## config.mk

```make
export PLATFORM = sky130hd
export DESIGN_NAME = bsf_sequencer
export DESIGN_NICKNAME = d
export VERILOG_FILES = /design/src/hw/bsf_pkg.sv /design/src/hw/bsf_sequencer.sv
export SDC_FILE = /design/constraint.sdc
export NUM_CORES = 1
export LEC_CHECK = 0
export BUFFER_PORTS_ARGS = -buffer_cell sky130_fd_sc_hd__buf_2
export CORE_ASPECT_RATIO = 1.5
export CORE_MARGIN = 2
export CORE_UTILIZATION = 40
export CTS_BUF_LIST = sky130_fd_sc_hd__clkbuf_8
export CTS_CLUSTER_DIAMETER = 120
export DETAILED_ROUTE_END_ITERATION = 10
export GPL_TIMING_DRIVEN = 0
export SLEW_MARGIN = 20
export SYNTH_ARGS = -nofsm -noshare
export SYNTH_HDL_FRONTEND = slang
export SYNTH_SLANG_ARGS = --single-unit
```

## constraint.sdc

```tcl
create_clock -name clk_i -period 3.2 [get_ports clk_i]
set_input_delay 0.32 -clock clk_i [delete_from_list [all_inputs] [get_ports clk_i]]
set_output_delay 0.32 -clock clk_i [all_outputs]
set_load 0.005 [all_outputs]
```

## src/hw/bsf_pkg.sv

```systemverilog
// package: states, register map, timing constants and carrier types of the sequencer
package bsf_pkg;
    localparam int CLK_HZ = 10_000_000;
    localparam int NCH    = 6;
    // times in ms as printed, cycle counts derived from the clock rate
    localparam int SOFTSTART_MS  = 25;
    localparam int BOOSTRAMP_MS  = 50;
    localparam int RECOVERY_MS   = 100;
    localparam int DISCHARGE_MS  = 400;
    localparam int BUS_TIMEOUT_MS = 500;
    localparam int INT_SHORT_MS  = 5;
    localparam int SOFTSTART_CYC = SOFTSTART_MS * (CLK_HZ / 1000);
    localparam int BOOSTRAMP_CYC = BOOSTRAMP_MS * (CLK_HZ / 1000);
    localparam int RECOVERY_CYC  = RECOVERY_MS * (CLK_HZ / 1000);
    localparam int DISCHARGE_CYC = DISCHARGE_MS * (CLK_HZ / 1000);
    localparam int BUS_TIMEOUT_CYC = BUS_TIMEOUT_MS * (CLK_HZ / 1000);
    localparam int INT_SHORT_CYC = INT_SHORT_MS * (CLK_HZ / 1000);
    localparam int INIT_CYC      = 16;
    // current code forced when the resistor pin is shorted (limits total to 70mA)
    localparam logic [11:0] CURRENT_SET_RESISTOR_PIN_FORCE_CODE = 12'h3ff;
    localparam logic [11:0] CURRENT_RST     = 12'hfff;
    // word offsets on the bus
    localparam logic [3:0] OFS_CONFIG = 4'h0;
    localparam logic [3:0] OFS_INTEN  = 4'h1;
    localparam logic [3:0] OFS_STATUS = 4'h2;
    localparam logic [3:0] OFS_STATE  = 4'h3;
    localparam logic [3:0] OFS_STRING = 4'h4;
    // fault flag bit positions
    localparam int F_CURRENT_SET_RESISTOR_PIN = 0;
    localparam int F_TSD  = 1;
    localparam int F_OPEN = 2;
    localparam int F_ISHT = 3;
    localparam int F_GND  = 4;
    localparam int F_INV  = 5;
    localparam int F_BUS  = 6;
    localparam int NFLT   = 7;
    localparam logic [1:0] IEN_OFF = 2'h1;
    localparam logic [1:0] IEN_ON  = 2'h3;
    localparam logic [1:0] IEN_RD_ON = 2'h2;
    localparam logic [13:0] INTEN_RST = 14'h2aaa;
    localparam logic [31:0] CNT_ZERO = 32'h0;

    typedef enum logic [2:0] {
        BSF_INIT, BSF_STANDBY, BSF_SOFTSTART, BSF_BOOSTRAMP,
        BSF_NORMAL, BSF_RECOVERY, BSF_LATCH, BSF_SHUTDOWN
    } bsf_state_t;

    // analog condition inputs, per channel where it applies
    typedef struct packed {
        logic [NCH-1:0] headroom_low;
        logic [NCH-1:0] above_short_level;
        logic [NCH-1:0] below_gnd_level;
        logic [NCH-1:0] unused_not_grounded;
        logic           boost_at_max;
        logic           over_temp;
        logic           current_set_resistor_pin_low;
    } bsf_sense_t;

    // power stage controls
    typedef struct packed {
        logic           switch_on;
        logic           boost_on;
        logic           boost_reduced_limit;
        logic           discharge;
        logic           test_current;
        logic [NCH-1:0] driver_en;
    } bsf_drive_t;
endpackage : bsf_pkg

```

## src/hw/bsf_sequencer.sv

```systemverilog
// file: functional state machine and fault supervisor of the backlight driver
// Contract
// RL1 - resistor short: flag, interrupt, force current 0x3ff
// RL2 - over temperature: flag, recover, wait cool
// RL3 - open string: flag, disable string till repower
// RL4 - internal short over 5ms: flag, disable string
// RL5 - soft start: headroom low with test current
// RL6 - ramp/normal: below ground level while off
// RL7 - ground short: flag, recover, retry 100ms
// RL8 - unused output not grounded: flag, continue
// RL9 - bus without stop 500ms: flag, continue
// RL10 - enable low: all off, discharge 400ms
// RL11 - after reset: init, load settings, detect
// RL12 - configuration writes accepted from standby on
// RL13 - standby goes straight to soft start
// RL14 - soft start lasts 25ms, supply faults on
// RL15 - boost ramp 50ms, reduced limit, faults
// RL16 - normal: drivers on while brightness nonzero
// RL17 - recovery 100ms off, restart if enabled
// RL18 - all strings disabled: latch until enable low
// RL19 - clear needs status and clear bits together
// RL20 - enable field: 01 off, 11 on, reads 10
// RL21 - flags sticky, interrupt while enabled set
//
// The register addresses and the Wishbone slave port were decided locally.
`timescale 1ns/1ps
module bsf_sequencer
    import bsf_pkg::*;
#(
    parameter int SOFTSTART_N = SOFTSTART_CYC,
    parameter int BOOSTRAMP_N = BOOSTRAMP_CYC,
    parameter int RECOVERY_N  = RECOVERY_CYC,
    parameter int DISCHARGE_N = DISCHARGE_CYC,
    parameter int BUSTMO_N    = BUS_TIMEOUT_CYC,
    parameter int ISHORT_N    = INT_SHORT_CYC
) (
    input  wire logic        clk_i,
    input  wire logic        rst_i,
    input  wire logic        enable_pin_i,
    input  wire logic [15:0] brightness_i,
    input  wire bsf_sense_t  sense_i,
    input  wire logic        bus_cmd_open_i,
    input  wire logic        nvm_loaded_i,
    input  wire logic [NCH-1:0] used_mask_i,
    input  wire logic        wb_cyc_i,
    input  wire logic        wb_stb_i,
    input  wire logic        wb_we_i,
    input  wire logic [5:0]  wb_adr_i,
    input  wire logic [3:0]  wb_sel_i,
    input  wire logic [31:0] wb_dat_i,
    output logic [31:0]      wb_dat_o,
    output logic             wb_ack_o,
    output bsf_drive_t       drive_o,
    output logic [11:0]      string_current_code_o,
    output logic             fault_int_o,
    output logic             regulator_on_o,
    output logic             powered_down_o
);
    // the enable pin passes a three-stage chain, a change counts when stages 2 and 3 agree
    logic [2:0] en_sync_q;
    logic       en_q;
    always_ff @(posedge clk_i) begin
        if (rst_i) begin
            en_sync_q <= 3'h0;
            en_q      <= 1'b0;
        end else begin
            en_sync_q <= {en_sync_q[1:0], enable_pin_i};
            if (en_sync_q[2] == en_sync_q[1]) begin
                en_q <= en_sync_q[2];
            end
        end
    end

    bsf_state_t     st_q, st_d;
    logic [31:0]    cnt_q, cnt_d;
    logic [NFLT-1:0] flag_q, flag_d;
    logic [13:0]    inten_q, inten_d;
    logic [NCH-1:0] dead_q, dead_d;
    logic [11:0]    cur_q, cur_d;
    logic [31:0]    ish_q, ish_d;
    logic [31:0]    bus_q, bus_d;
    logic           int_q, int_d;
    logic [31:0]    rdat_q, rdat_d;
    logic           ack_q, ack_d;
    bsf_drive_t     drv_q, drv_d;
    logic           reg_on_q, reg_on_d;
    logic           off_q, off_d;

    // two-bit enable field: 10 reads as armed
    function automatic logic armed(input logic [13:0] f, input int i);
        armed = (f[2*i+:2] == IEN_RD_ON);
    endfunction : armed

    logic [NCH-1:0] live;
    logic [NCH-1:0] open_det, gnd_det, ishort_now;
    logic           ishort_fire, bright_nz, wr, cfg_ok;
    always_comb begin
        live        = used_mask_i & ~dead_q;
        bright_nz   = (brightness_i != 16'h0);
        open_det    = (st_q == BSF_NORMAL && sense_i.boost_at_max) ?
                      (live & sense_i.headroom_low) : '0; // see RL3
        ishort_now  = live & sense_i.above_short_level;
        ishort_fire = (st_q == BSF_NORMAL) && (ishort_now != '0) &&
                      ((live & ~sense_i.above_short_level) != '0) &&
                      (ish_q >= 32'(ISHORT_N)); // see RL4
        gnd_det     = '0;
        if (st_q == BSF_SOFTSTART) begin
            gnd_det = live & sense_i.headroom_low; // see RL5
        end else if (st_q == BSF_BOOSTRAMP || st_q == BSF_NORMAL) begin
            gnd_det = live & sense_i.below_gnd_level & ~drv_q.driver_en; // see RL6
        end
        wr     = wb_cyc_i && wb_stb_i && wb_we_i && !ack_q;
        cfg_ok = (st_q != BSF_INIT) && (st_q != BSF_SHUTDOWN); // see RL12
    end

    // sequencer next state, counters and power stage controls
    always_comb begin
        st_d     = st_q;
        cnt_d    = cnt_q + 32'h1;
        dead_d   = dead_q;
        reg_on_d = reg_on_q;
        off_d    = off_q;
        drv_d    = '0;
        unique case (st_q)
            BSF_INIT: begin
                reg_on_d = 1'b1; // see RL11
                if (nvm_loaded_i && cnt_q >= 32'(INIT_CYC)) begin
                    st_d  = BSF_STANDBY;
                    cnt_d = CNT_ZERO;
                end
            end
            BSF_STANDBY: begin
                if (!sense_i.over_temp && !sense_i.current_set_resistor_pin_low) begin
                    st_d  = BSF_SOFTSTART; // see RL13
                    cnt_d = CNT_ZERO;
                end
            end
            BSF_SOFTSTART: begin
                drv_d.switch_on    = 1'b1; // see RL14
                drv_d.test_current = 1'b1;
                if (cnt_q >= 32'(SOFTSTART_N) - 32'h1) begin
                    st_d  = BSF_BOOSTRAMP;
                    cnt_d = CNT_ZERO;
                end
            end
            BSF_BOOSTRAMP: begin
                drv_d.switch_on           = 1'b1;
                drv_d.boost_on            = 1'b1;
                drv_d.boost_reduced_limit = 1'b1; // see RL15
                drv_d.test_current        = 1'b1;
                if (cnt_q >= 32'(BOOSTRAMP_N) - 32'h1) begin
                    st_d  = BSF_NORMAL;
                    cnt_d = CNT_ZERO;
                end
            end
            BSF_NORMAL: begin
                drv_d.switch_on    = 1'b1;
                drv_d.boost_on     = 1'b1;
                drv_d.test_current = 1'b1;
                drv_d.driver_en    = bright_nz ? live : '0; // see RL16
            end
            BSF_RECOVERY: begin
                // everything off; over temperature holds the retry back
                if (cnt_q >= 32'(RECOVERY_N) - 32'h1 && en_q && bright_nz &&
                    !sense_i.over_temp) begin
                    st_d  = BSF_STANDBY; // see RL17 RL2 RL7
                    cnt_d = CNT_ZERO;
                end
            end
            BSF_LATCH: begin
                cnt_d = CNT_ZERO; // see RL18
            end
            BSF_SHUTDOWN: begin
                drv_d.discharge = (cnt_q < 32'(DISCHARGE_N)); // see RL10
                if (cnt_q >= 32'(DISCHARGE_N)) begin
                    cnt_d    = cnt_q;
                    off_d    = 1'b1;
                    reg_on_d = 1'b0;
                end
            end
        endcase
        // string disables and fault reactions in active states
        if (st_q == BSF_NORMAL) begin
            dead_d = dead_q | open_det | (ishort_fire ? ishort_now : '0); // see RL3 RL4
        end
        if (st_q inside {BSF_SOFTSTART, BSF_BOOSTRAMP, BSF_NORMAL}) begin
            if (sense_i.over_temp || gnd_det != '0) begin
                st_d  = BSF_RECOVERY; // see RL2 RL7
                cnt_d = CNT_ZERO;
            end else if (used_mask_i != '0 && (used_mask_i & ~dead_d) == '0) begin
                st_d  = BSF_LATCH; // see RL18
                cnt_d = CNT_ZERO;
            end
        end
        if (!en_q && st_q != BSF_INIT && st_q != BSF_SHUTDOWN) begin
            st_d  = BSF_SHUTDOWN; // see RL10
            cnt_d = CNT_ZERO;
        end
        if (en_q && st_q == BSF_SHUTDOWN && off_q) begin
            st_d     = BSF_INIT; // power cycle re-enables strings
            cnt_d    = CNT_ZERO;
            dead_d   = '0;
            off_d    = 1'b0;
        end
    end

    // fault flags, bus timers, current code and register bus
    always_comb begin
        flag_d  = flag_q;
        inten_d = inten_q;
        cur_d   = cur_q;
        ish_d   = ((st_q == BSF_NORMAL) && ishort_now != '0) ? ish_q + 32'h1 : CNT_ZERO;
        bus_d   = bus_cmd_open_i ? bus_q + 32'h1 : CNT_ZERO;
        ack_d   = wb_cyc_i && wb_stb_i && !ack_q;
        rdat_d  = 32'h0;
        // clear only when status and its clear bit are both one; a set still wins
        if (wr && wb_adr_i[5:2] == OFS_STATUS && wb_sel_i[0]) begin
            flag_d = flag_q & ~(wb_dat_i[NFLT-1:0] & wb_dat_i[NFLT+7:8]); // see RL19
        end
        if (wr && cfg_ok && wb_adr_i[5:2] == OFS_INTEN) begin
            for (int i = 0; i < NFLT; i++) begin
                if (wb_dat_i[2*i+:2] == IEN_OFF) inten_d[2*i+:2] = 2'h0; // see RL20
                if (wb_dat_i[2*i+:2] == IEN_ON)  inten_d[2*i+:2] = IEN_RD_ON;
            end
        end
        if (wr && cfg_ok && wb_adr_i[5:2] == OFS_CONFIG && !sense_i.current_set_resistor_pin_low) begin
            cur_d = wb_dat_i[11:0]; // see RL12
        end
        if (sense_i.current_set_resistor_pin_low) begin
            flag_d[F_CURRENT_SET_RESISTOR_PIN] = 1'b1;
            cur_d          = CURRENT_SET_RESISTOR_PIN_FORCE_CODE; // see RL1
        end
        if (sense_i.over_temp) flag_d[F_TSD] = 1'b1; // see RL2
        if (open_det != '0)    flag_d[F_OPEN] = 1'b1; // see RL3
        if (ishort_fire)       flag_d[F_ISHT] = 1'b1; // see RL4
        if (gnd_det != '0)     flag_d[F_GND] = 1'b1; // see RL7
        if (st_q != BSF_INIT && (sense_i.unused_not_grounded & ~used_mask_i) != '0) begin
            flag_d[F_INV] = 1'b1; // see RL8
        end
        if (bus_q == 32'(BUSTMO_N)) flag_d[F_BUS] = 1'b1; // see RL9
        int_d = 1'b0;
        for (int i = 0; i < NFLT; i++) begin
            if (flag_q[i] && armed(inten_q, i)) int_d = 1'b1; // see RL21
        end
        unique case (wb_adr_i[5:2])
            OFS_CONFIG: rdat_d = {20'h0, cur_q};
            OFS_INTEN:  rdat_d = {18'h0, inten_q};
            OFS_STATUS: rdat_d = {25'h0, flag_q};
            OFS_STATE:  rdat_d = {29'h0, st_q};
            OFS_STRING: rdat_d = {26'h0, dead_q};
            default:    rdat_d = 32'h0;
        endcase
    end

    always_ff @(posedge clk_i) begin
        if (rst_i) begin
            st_q     <= BSF_INIT;
            cnt_q    <= CNT_ZERO;
            flag_q   <= '0;
            inten_q  <= INTEN_RST;
            dead_q   <= '0;
            cur_q    <= CURRENT_RST;
            ish_q    <= CNT_ZERO;
            bus_q    <= CNT_ZERO;
            int_q    <= 1'b0;
            rdat_q   <= 32'h0;
            ack_q    <= 1'b0;
            drv_q    <= '0;
            reg_on_q <= 1'b0;
            off_q    <= 1'b0;
        end else begin
            st_q     <= st_d;
            cnt_q    <= cnt_d;
            flag_q   <= flag_d;
            inten_q  <= inten_d;
            dead_q   <= dead_d;
            cur_q    <= cur_d;
            ish_q    <= ish_d;
            bus_q    <= bus_d;
            int_q    <= int_d;
            rdat_q   <= rdat_d;
            ack_q    <= ack_d;
            drv_q    <= drv_d;
            reg_on_q <= reg_on_d;
            off_q    <= off_d;
        end
    end

    always_comb begin
        wb_dat_o              = rdat_q;
        wb_ack_o              = ack_q;
        drive_o               = drv_q;
        string_current_code_o = cur_q;
        fault_int_o           = int_q;
        regulator_on_o        = reg_on_q;
        powered_down_o        = off_q;
    end

    // checks
    AST_CURRENT_SET_RESISTOR_PIN_FORCE: assert property (@(posedge clk_i) disable iff (rst_i) // see RL1
        sense_i.current_set_resistor_pin_low |=> (cur_q == CURRENT_SET_RESISTOR_PIN_FORCE_CODE) && flag_q[F_CURRENT_SET_RESISTOR_PIN])
        else $error("current code not forced on resistor short");
    AST_GND_RECOVER: assert property (@(posedge clk_i) disable iff (rst_i) // see RL7
        (gnd_det != '0 && en_q) |=> st_q == BSF_RECOVERY && flag_q[F_GND])
        else $error("ground short did not enter recovery");
    AST_REC_OFF: assert property (@(posedge clk_i) disable iff (rst_i) // see RL17
        (st_q == BSF_RECOVERY) |=> (drv_q == '0))
        else $error("power stage on during recovery");
    AST_SHUT: assert property (@(posedge clk_i) disable iff (rst_i) // see RL10
        (st_q != BSF_SHUTDOWN && st_q != BSF_INIT && !en_q) |=> st_q == BSF_SHUTDOWN)
        else $error("enable low did not shut down");
    AST_STANDBY_GO: assert property (@(posedge clk_i) disable iff (rst_i) // see RL13
        (st_q == BSF_STANDBY && en_q && !sense_i.over_temp && !sense_i.current_set_resistor_pin_low)
        |=> st_q == BSF_SOFTSTART)
        else $error("standby did not advance");
    AST_NORMAL_DARK: assert property (@(posedge clk_i) disable iff (rst_i) // see RL16
        (st_q == BSF_NORMAL && brightness_i == 16'h0) |=> drv_q.driver_en == '0)
        else $error("drivers on with zero brightness");
    AST_LATCH_HOLD: assert property (@(posedge clk_i) disable iff (rst_i) // see RL18
        (st_q == BSF_LATCH && en_q) |=> st_q == BSF_LATCH)
        else $error("latch left while enabled");
    AST_INT: assert property (@(posedge clk_i) disable iff (rst_i) // see RL21
        (flag_q[F_TSD] && armed(inten_q, F_TSD)) |=> fault_int_o)
        else $error("interrupt missing for armed flag");
    AST_STICKY: assert property (@(posedge clk_i) disable iff (rst_i) // see RL21
        (flag_q[F_BUS] && !wr) |=> flag_q[F_BUS])
        else $error("flag dropped without clear");
    AST_SS_DRIVE: assert property (@(posedge clk_i) disable iff (rst_i) // see RL5 RL14
        (st_q == BSF_SOFTSTART) |=> drv_q.switch_on && drv_q.test_current && !drv_q.boost_on)
        else $error("soft start drive wrong");
    AST_RAMP_LIMIT: assert property (@(posedge clk_i) disable iff (rst_i) // see RL15
        (st_q == BSF_BOOSTRAMP) |=> drv_q.boost_on && drv_q.boost_reduced_limit)
        else $error("boost ramp without reduced limit");
    AST_OPEN_DROP: assert property (@(posedge clk_i) disable iff (rst_i) // see RL3
        (open_det != '0) |=> flag_q[F_OPEN] && ((dead_q & $past(open_det)) == $past(open_det)))
        else $error("open string not flagged and dropped");
    AST_ISHORT_DROP: assert property (@(posedge clk_i) disable iff (rst_i) // see RL4
        ishort_fire |=> flag_q[F_ISHT] && ((dead_q & $past(ishort_now)) == $past(ishort_now)))
        else $error("internal short not flagged and dropped");
    AST_BUS_FLAG: assert property (@(posedge clk_i) disable iff (rst_i) // see RL9
        (bus_q == 32'(BUSTMO_N)) |=> flag_q[F_BUS])
        else $error("bus timeout not flagged");
    AST_SHUT_OFF: assert property (@(posedge clk_i) disable iff (rst_i) // see RL10
        (st_q == BSF_SHUTDOWN) |=> !drv_q.switch_on && !drv_q.boost_on && drv_q.driver_en == '0)
        else $error("power stage on in shutdown");
endmodule : bsf_sequencer

```

# Yosys cells after proc, flatten, opt, wreduce, memory -nomap -nowiden
# Index checks and enable logic that the tools add are counted.
# Widths: inputs -> output; s select.
[totals] regBits=188 inputBits=99
[op_classes] n_addsub=3 magnitude_cmp=7 n_eq_ne=36 n_mux=62 bitwise=23 n_reduce_logical=85
[ops] op="$mux 32" count=9
[ops] op="$pmux 32 s7" count=1
[ops] op="$add 32x1->32 const B" count=3
[ops] op="$pmux 14 s5" count=1
[ops] op="$and 6x6->6" count=8
[ops] op="$reduce_bool 6->1" count=6
[ops] op="$logic_and 1x1->1" count=33
[ops] op="$eq 32x23->1 const B" count=1
[ops] op="$ge 32x16->1 const B" count=1
[ops] op="$ge 32x18->1 const B" count=1
[ops] op="$ge 32x19->1 const B" count=1
[ops] op="$ge 32x20->1 const B" count=1
[ops] op="$ge 32x22->1 const B" count=1
[ops] op="$ge 32x5->1 const B" count=1
[ops] op="$lt 32x22->1 const B" count=1
[ops] op="$reduce_bool 2->1" count=16
[ops] op="$mux 6" count=5
[ops] op="$not 6->6" count=5
[ops] op="$eq 2x2->1 const B" count=14
[ops] op="$mux 2" count=14
[ops] op="$mux 3" count=9
[ops] op="$mux 12" count=2
[ops] op="$mux 1" count=18
[ops] op="$reduce_and 2->1" count=9
[ops] op="26 further kinds" count=55

# Logic depth before layout (Yosys ltp)
# Gate-level depths: netlist (run 1).
[logic_depth] ltp_word=18 mapped_depth=12 mapped_depth_nobuf=9

# Worst setup path after synthesis (run 1)
# No wires, ideal clock.
[synth_timing] kind="flip-flop to flip-flop" from="register cnt_q[0]" to="register cnt_q[15]" setup_time_ns=0.074 arrival_ns=2.573 path_slack_ns=0.553 stages_incl_launch_ff=12 path_buffers=2 period_less_slack_ns=2.647 path_cell_list="dfxtp_1 -> ha_1 -> and4_1 -> clkbuf_1 -> o311ai_0 -> nand2_1 -> a31o_2 -> a211o_1 -> nand3_1 -> buf_4 -> or3b_1 -> a31oi_1"
[synth_via] elab_chain_len=9
[synth_lines] element="start, declared" line="bsf_sequencer.sv:75" rtl="logic [31:0] cnt_q, cnt_d;"
[synth_lines] element="start signal, assigned" line="bsf_sequencer.sv:273" rtl="cnt_q <= cnt_d;"
[synth_lines] element="$ge 32x20->1" line="bsf_sequencer.sv:164" rtl="if (cnt_q >= 32'(RECOVERY_N) - 32'h1 && en_q && bright_nz &&"
[synth_lines] element="$logic_and 1x1->1 (3 in series)" line="bsf_sequencer.sv:164"
[synth_lines] element="$mux 32" line="bsf_sequencer.sv:164"
[synth_lines] element="$pmux 32 s7 (*)" line="bsf_sequencer.sv:124" rtl="unique case (st_q)"
[synth_lines] element="$mux 32" line="bsf_sequencer.sv:190" rtl="end else if (used_mask_i != '0 && (used_mask_i & ~dead_d) == '0) begin"
[synth_lines] element="$mux 32" line="bsf_sequencer.sv:187" rtl="if (sense_i.over_temp || gnd_det != '0) begin"
[synth_lines] element="$mux 32 (*)" line="bsf_sequencer.sv:186" rtl="if (st_q inside {BSF_SOFTSTART, BSF_BOOSTRAMP, BSF_NORMAL}) begin"
# Mark *: on every way between the ends. The rest lies on a longest branch, timed or not.
# A chain may end at the register's enable or synchronous reset.

# Worst setup path after layout (run 1)
[layout_timing] from="register cnt_q[0]" to="register cnt_q[13]"
# The elaborated chain is that of the path after synthesis.

==> results.cfg, run 1 <==
[yosys]
synthesis.instances = 971
synth_seq_cells = 162
synth_cell_types = 61
ys_async_sr_fraction_pct = 0
ys.flop_type = dfxtp_1
synth-adder-area-share_pct = 0.940
synth_top_family_by_area = simple AND/OR/NAND/NOR gates
yosys.area_share.simple_pct = 26.0
avgSynthCellArea_um2 = 8.22
synth_compound_area_share_pct = 18.6
synth_edf_count = 0
netlist_area_um2 = 7980
seq_area_frac_synth_pct = 40.6
muxShareOfSynthArea_pct = 2.26
synthXorXnorAreaFrac_pct = 5.59
ys.warnings.count = 0

[setup_path]
crit_start = cnt_q[0]
end_kind = register
required_ns = 3.52
arrival_ns = 3.35
worstSetupPathType = register to register
critical_path.startpoint_type = register
r2r-start = cnt_q[0]
crit_fanout = 10

[detailed_routing]
dr_wl_met3_um = 924
routed.top_layer = met4
routed-via-count = 7515
drt-met1-wl_um = 9350
wire_per_inst_um = 16.0
post-route-drc-count = 0
dr_wl_met2_um = 11500
ant_nets = 0
first_pass_iters = 8
routed_wirelength_um = 22300
drtIter0Drc = 604
avgViaCountPerCell = 5.39

[finish]
syn2layout_area_growth_pct = 17.8
diodes = 0
stdcell_count = 1393
drive_gt1_share_pct = 16.9
n_fill_cell = 2008
layout.nets = 1226
multi_input_area_um2 = 4370
area.sequential_um2 = 3240

[placed_design]
dp.cells = 1362
io_buffer_count = 112
place_congestion = 0.901
hpwl_um = 16900
place_ws_ns = -0.212

[floorplan]
rows = 63
design.portCount = 158
coreArea_um2 = 19700
initial_utilization_pct = 40.5
die-height_um = 177
die_x_um = 119
die_area_um2 = 21100

[global_routing]
grt_pass1_wl_um = 35500
antenna_found_initial = 0
track_usage_pct = 21.1
grt_pass1_vias = 7149
grt_overflow_total = 0
grt_max_degree = 17

[timing]
tightest_slew_ns = 0.962
hold_viol = 0
period_needed_ns = 3.03
relSlewSlack_pct = 35.3
rsz0062_at_grt = true
slew_viol_final = 0
fin_skew_ns = 0.0196
max_freq_mhz = 330
setup_violations = 0
finalCritPeriodShare_pct = 94.6
fin_ws_ns = 0.172

[cts]
clock-sinks = 162
root_buffer = clkbuf_8
cts.htree.levels = 4
numCtsBuffers = 17
ctsLongestPathBuffers = 2
path_clk_slew_ns = 0.09
insertion_delay_ns = 0.47
cts_tree = yes

[pwr]
irDropWorstVdd_mv = 0.257
leakage_uw = 0.00352
power_density_nw_per_um2 = 441

[outcome]
status = completed

[min_path]
hold_class = input pin to register
worstHoldStart = wb_dat_i[7]

[flow_run]
max_cap_viol_count = 0
==> repair_timing <==
item	CTS	global route
hold buffers	0	0
buffers inserted	0	2
setup endpoints to repair	30	32
resized for setup	1	6
pin swaps	0	1
==> layer usage <==
metal  vias to the layer above  GRT usage [%]
met3                        40           3.51
li1                       3785              -
met4                         0           9.22
met5                         -              0
met1                      3482           24.2
met2                       208           38.3
==> power by group <==
group          leakage [uW]  switching, uW  internal [uW]  total [uW]
registers           0.00131           25.1           2040        2070
logic               0.00200            303            180         483
clock network      0.000212            781            811        1590
total               0.00352           1110           3030        4140
==> logic make-up (layout without fill, tap and decap cells) <==
group / count (synthesis) / in the layout
AOI/OAI and AO/OA: 211 / 211
xor gates and xnor gates: 51 / 51
adders and majority gates: 6 / 6
buffers and inverters: 100 / 244
DFF: 162 / 162
muxes: 18 / 18
other: 1 / 19
and+or+nand+nor: 422 / 422
==> flip-flops by register name, summed over array words and instances, names as in the netlist, 6 cells and up <==
signal and flops:
bus_q 32, flag_q 7, dead_q 6, string_current_code_o 12, drive_o 10, inten_q 7
ish_q 32, wb_dat_o 13, cnt_q 32
==> area by class of cell <==
type                            instances  area share, %
Multi-Input combinational cell        727           46.5
Sequential cell                       162           34.5
Timing Repair Buffer                  115           6.17
Buffer                                 66           3.70
Tap cell                              260           3.46
Clock buffer                           19           2.78
Clock inverter                         12           1.66
Inverter                               32           1.28
==> cells in the mapped netlist, drive strengths merged (22+ instances only) <==
cell	instances	area (um^2)
dfxtp	162	3240
and3	22	138
o21ai	28	140
clkbuf	35	131
inv	32	120
xor2	33	289
nand3	52	260
nor2	132	495
nand2	81	304
buf	33	224
a311oi	29	254
a21oi	50	250
==> worst paths after layout <==
path	end	slack [ns]	depth (start not counted)
hold reg to reg	en_sync_q[1]	0.45	1
hold / removal	string_current_code_o[7]	0.09	3
setup reg to reg	cnt_q[13]	0.17	11
setup / recovery	cnt_q[13]	0.17	11
==> critical path, stage by stage, from the launching register on <==
cell and delay [ns]:
dfxtp_1 0.43, ha_1 0.27, and4_2 0.38, a21oi_1 0.10, nor4_1 0.38, o311ai_1 0.18
a211oi_1 0.37, nand3_1 0.15, buf_4 0.21, buf_4 0.18, a21oi_1 0.15, a311oi_1 0.07
==> cell usage in the layout (no fill, tap or decap), types with 4 or more instances in the layout <==
master,count
a22oi_1,20
xor2_1,33
clkbuf_1,32
buf_4,27
nand2_1,81
and3_1,22
a21boi_0,7
o31ai_1,5
a21oi_1,50
nand4_1,19
conb_1,19
a311o_1,7
xnor2_1,18
nand3_1,52
dfxtp_1,162
nand2b_1,17
nor2_1,131
nor3_1,19
ha_1,6
buf_2,118
mux2i_1,18
clkbuf_8,19
inv_1,32
a311oi_1,29
nor2b_1,13
a221oi_1,7
or2_2,4
or4_1,7
and4_1,8
o22ai_1,6
or3_1,12
a211oi_1,7
nor4_1,15
o21ai_0,28
clkinv_4,4
a41oi_1,5
buf_1,4
a31oi_1,9
==> per-stage QoR <==
stage / area, um^2 / util, % / setup TNS [ns] / hold WS, ns / power, uW
after floorplan: 8050 / - / 0 / 0.414 / 2400
after global placement: 8940 / 45.4 / -6.22 / 0.421 / 2590
after detailed placement: 8950 / 45.4 / -4.95 / 0.432 / 2590
after CTS: 9370 / 47.6 / 0 / 0.0665 / 4190
after global routing: 9400 / 47.7 / -0.0509 / 0.0872 / 4310
final: 9400 / 47.7 / 0 / 0.0950 / 4140
Power figures use the tool's default switching activity.
==> inputs of run 2 (changes only) <==
==> constraint.sdc (replaced) <==
create_clock -name clk_i -period 2.88 [get_ports clk_i]
set_input_delay 0.288 -clock clk_i [delete_from_list [all_inputs] [get_ports clk_i]]
set_output_delay 0.288 -clock clk_i [all_outputs]
set_load 0.005 [all_outputs]
==> results.cfg, run 2 (synthesized netlist as in run 1, its figures left out) <==
[outcome]
status = completed

[placed_design]
place_area_um2 = 8950
io_buffer_count = 112
dp.cells = 1362
hpwl_um = 16900
place_congestion = 0.901
place_ws_ns = -0.500

[detailed_routing]
wire_per_inst_um = 16.3
avgViaCountPerCell = 5.42
first_pass_iters = 6
post-route-drc-count = 0
routed_wirelength_um = 22700
drtIter0Drc = 477
routed-via-count = 7558
ant_nets = 0

[finish]
top_regs = bus_q x32, cnt_q x32, ish_q x32
layout.nets = 1228
stdcell_count = 1395
drive_gt1_share_pct = 20.4
stdcell_area_um2 = 9680
area.sequential_um2 = 3250
final_common_cell = dfxtp_1
final_cell_mix = dfxtp_1, nor2_1, buf_2, nand2_1, nand3_1
n_fill_cell = 1995
multi_input_area_um2 = 4570
syn2layout_area_growth_pct = 21.3
diodes = 0

[cts]
path_clk_slew_ns = 0.09
insertion_delay_ns = 0.47
clock-sinks = 162
ctsLongestPathBuffers = 2
numCtsBuffers = 17
root_buffer = clkbuf_8
cts.htree.levels = 4
cts_tree = yes

[timing]
max_freq_mhz = 351
hold_viol = 0
relSlewSlack_pct = 55.3
fin_setup_tns_ns = 0
hold_ws_ns = 0.0578
tightest_slew_ns = 0.660
period_needed_ns = 2.85
fin_ws_ns = 0.0338
setup_violations = 0
rsz0062_at_grt = true
finalCritPeriodShare_pct = 98.8
slew_viol_final = 0
fin_skew_ns = 0.0191

[floorplan]
initial_utilization_pct = 40.5
die_x_um = 119
design.portCount = 158
rows = 63
die-height_um = 177
coreArea_um2 = 19700
die_area_um2 = 21100

[setup_path]
end_kind = register
reg2reg_to = cnt_q[9]
critPathMaxStageDelay_ns = 0.50
cp_cell_sequence = or4_1 > o211ai_1 > a211oi_4 > buf_6 > a221oi_4 > a2111oi_4 > a211o_1 > buf_4 > a311oi_2
worstSetupPathType = register to register
cpMaxStageDelayCell = or4_1
critical_path.startpoint_type = register
r2r-start = ish_q[11]
crit_fanout = 10
required_ns = 3.26
r2r_setup_slack_ns = 0.03
reg2reg_depth = 9
arrival_ns = 3.23

[pwr]
power_density_nw_per_um2 = 481
irDropWorstVdd_mv = 0.273
leakage_uw = 0.00361

[global_routing]
grt_overflow_total = 0
track_usage_pct = 21.1
grt_pass1_vias = 7185
grt_max_degree = 17
antenna_found_initial = 0
grt_pass1_wl_um = 35700

[flow_run]
max_cap_viol_count = 0

[min_path]
min_to = string_current_code_o[7]
worstHoldStart = wb_dat_i[7]
hold_class = input pin to register
whs_path_depth = 3
[run 2: changes by cell type in the layout (fill, tap and decap cells not counted), sizes merged]
cell | before | now
clkbuf | 51 | 47
buf | 149 | 155
[run 2: metrics by stage]
| step | utilization [%] | power [uW] |
|---|---|---|
| after global placement | 45.4 | 2880 |
| after global routing | 49.1 | 4840 |
| after CTS | 48.0 | 4670 |
| after floorplan | - | 2670 |
| final | 49.1 | 4660 |
| after detailed placement | 45.4 | 2880 |
[run 2: worst max-delay path, delay by kind of cell, from the launching register on]
kind            cells  cell delay, ns
compound gates      6            1.53
buf+inv             2            0.37
flops               1            0.35
simple gates        1            0.50
[run 2: what timing repair did]
action	CTS	global route
hold endpoints to repair	0	0
setup buffers	3	6
resized for setup	21	41
hold buffers	0	0
gates cloned	0	0
pin swaps	3	8
endpoints found under the setup margin	35	36
[run 2: power breakdown]
group | leakage [uW] | internal, uW | switching, uW
Sequential | 0.00131 | 2270 | 28.2
Combinational | 0.00208 | 227 | 360
Clock | 0.000212 | 901 | 871
[run 2: cell type report]
class | count | share of cell area (%)
Clock inverter | 12 | 1.62
Clock buffer | 19 | 2.70
Inverter | 32 | 1.24
Buffer | 62 | 3.80
Timing Repair Buffer | 121 | 6.50
Multi-Input combinational cell | 727 | 47.2
Tap cell | 260 | 3.36
Sequential cell | 162 | 33.5
[run 2: how the worst max path moves through the flow]
stage / slack [ns] / startpoint / end / cells after the start
6_report: 0.03 / ish_q[11] / cnt_q[9] / 9
5_1_grt: -0.13 / ish_q[13] / cnt_q[11] / 9
4_1_cts: 0.004 / cnt_q[10] / cnt_q[9] / 11
3_5_place_dp: -0.50 / used_mask_i[2] / cnt_q[20] / 10
3_3_place_gp: -0.54 / used_mask_i[2] / cnt_q[20] / 10
2_1_floorplan: 0.23 / cnt_q[0] / cnt_q[15] / 11
[run 2: layer usage]
layer  vias to the layer above  track usage [%]  routed length, um
li1                       3785                -                  -
met1                      3550             24.2               9500
met2                       183             38.7              11700
met3                        40             3.58                884
met4                         0             8.63                612
met5                         -                0                  0
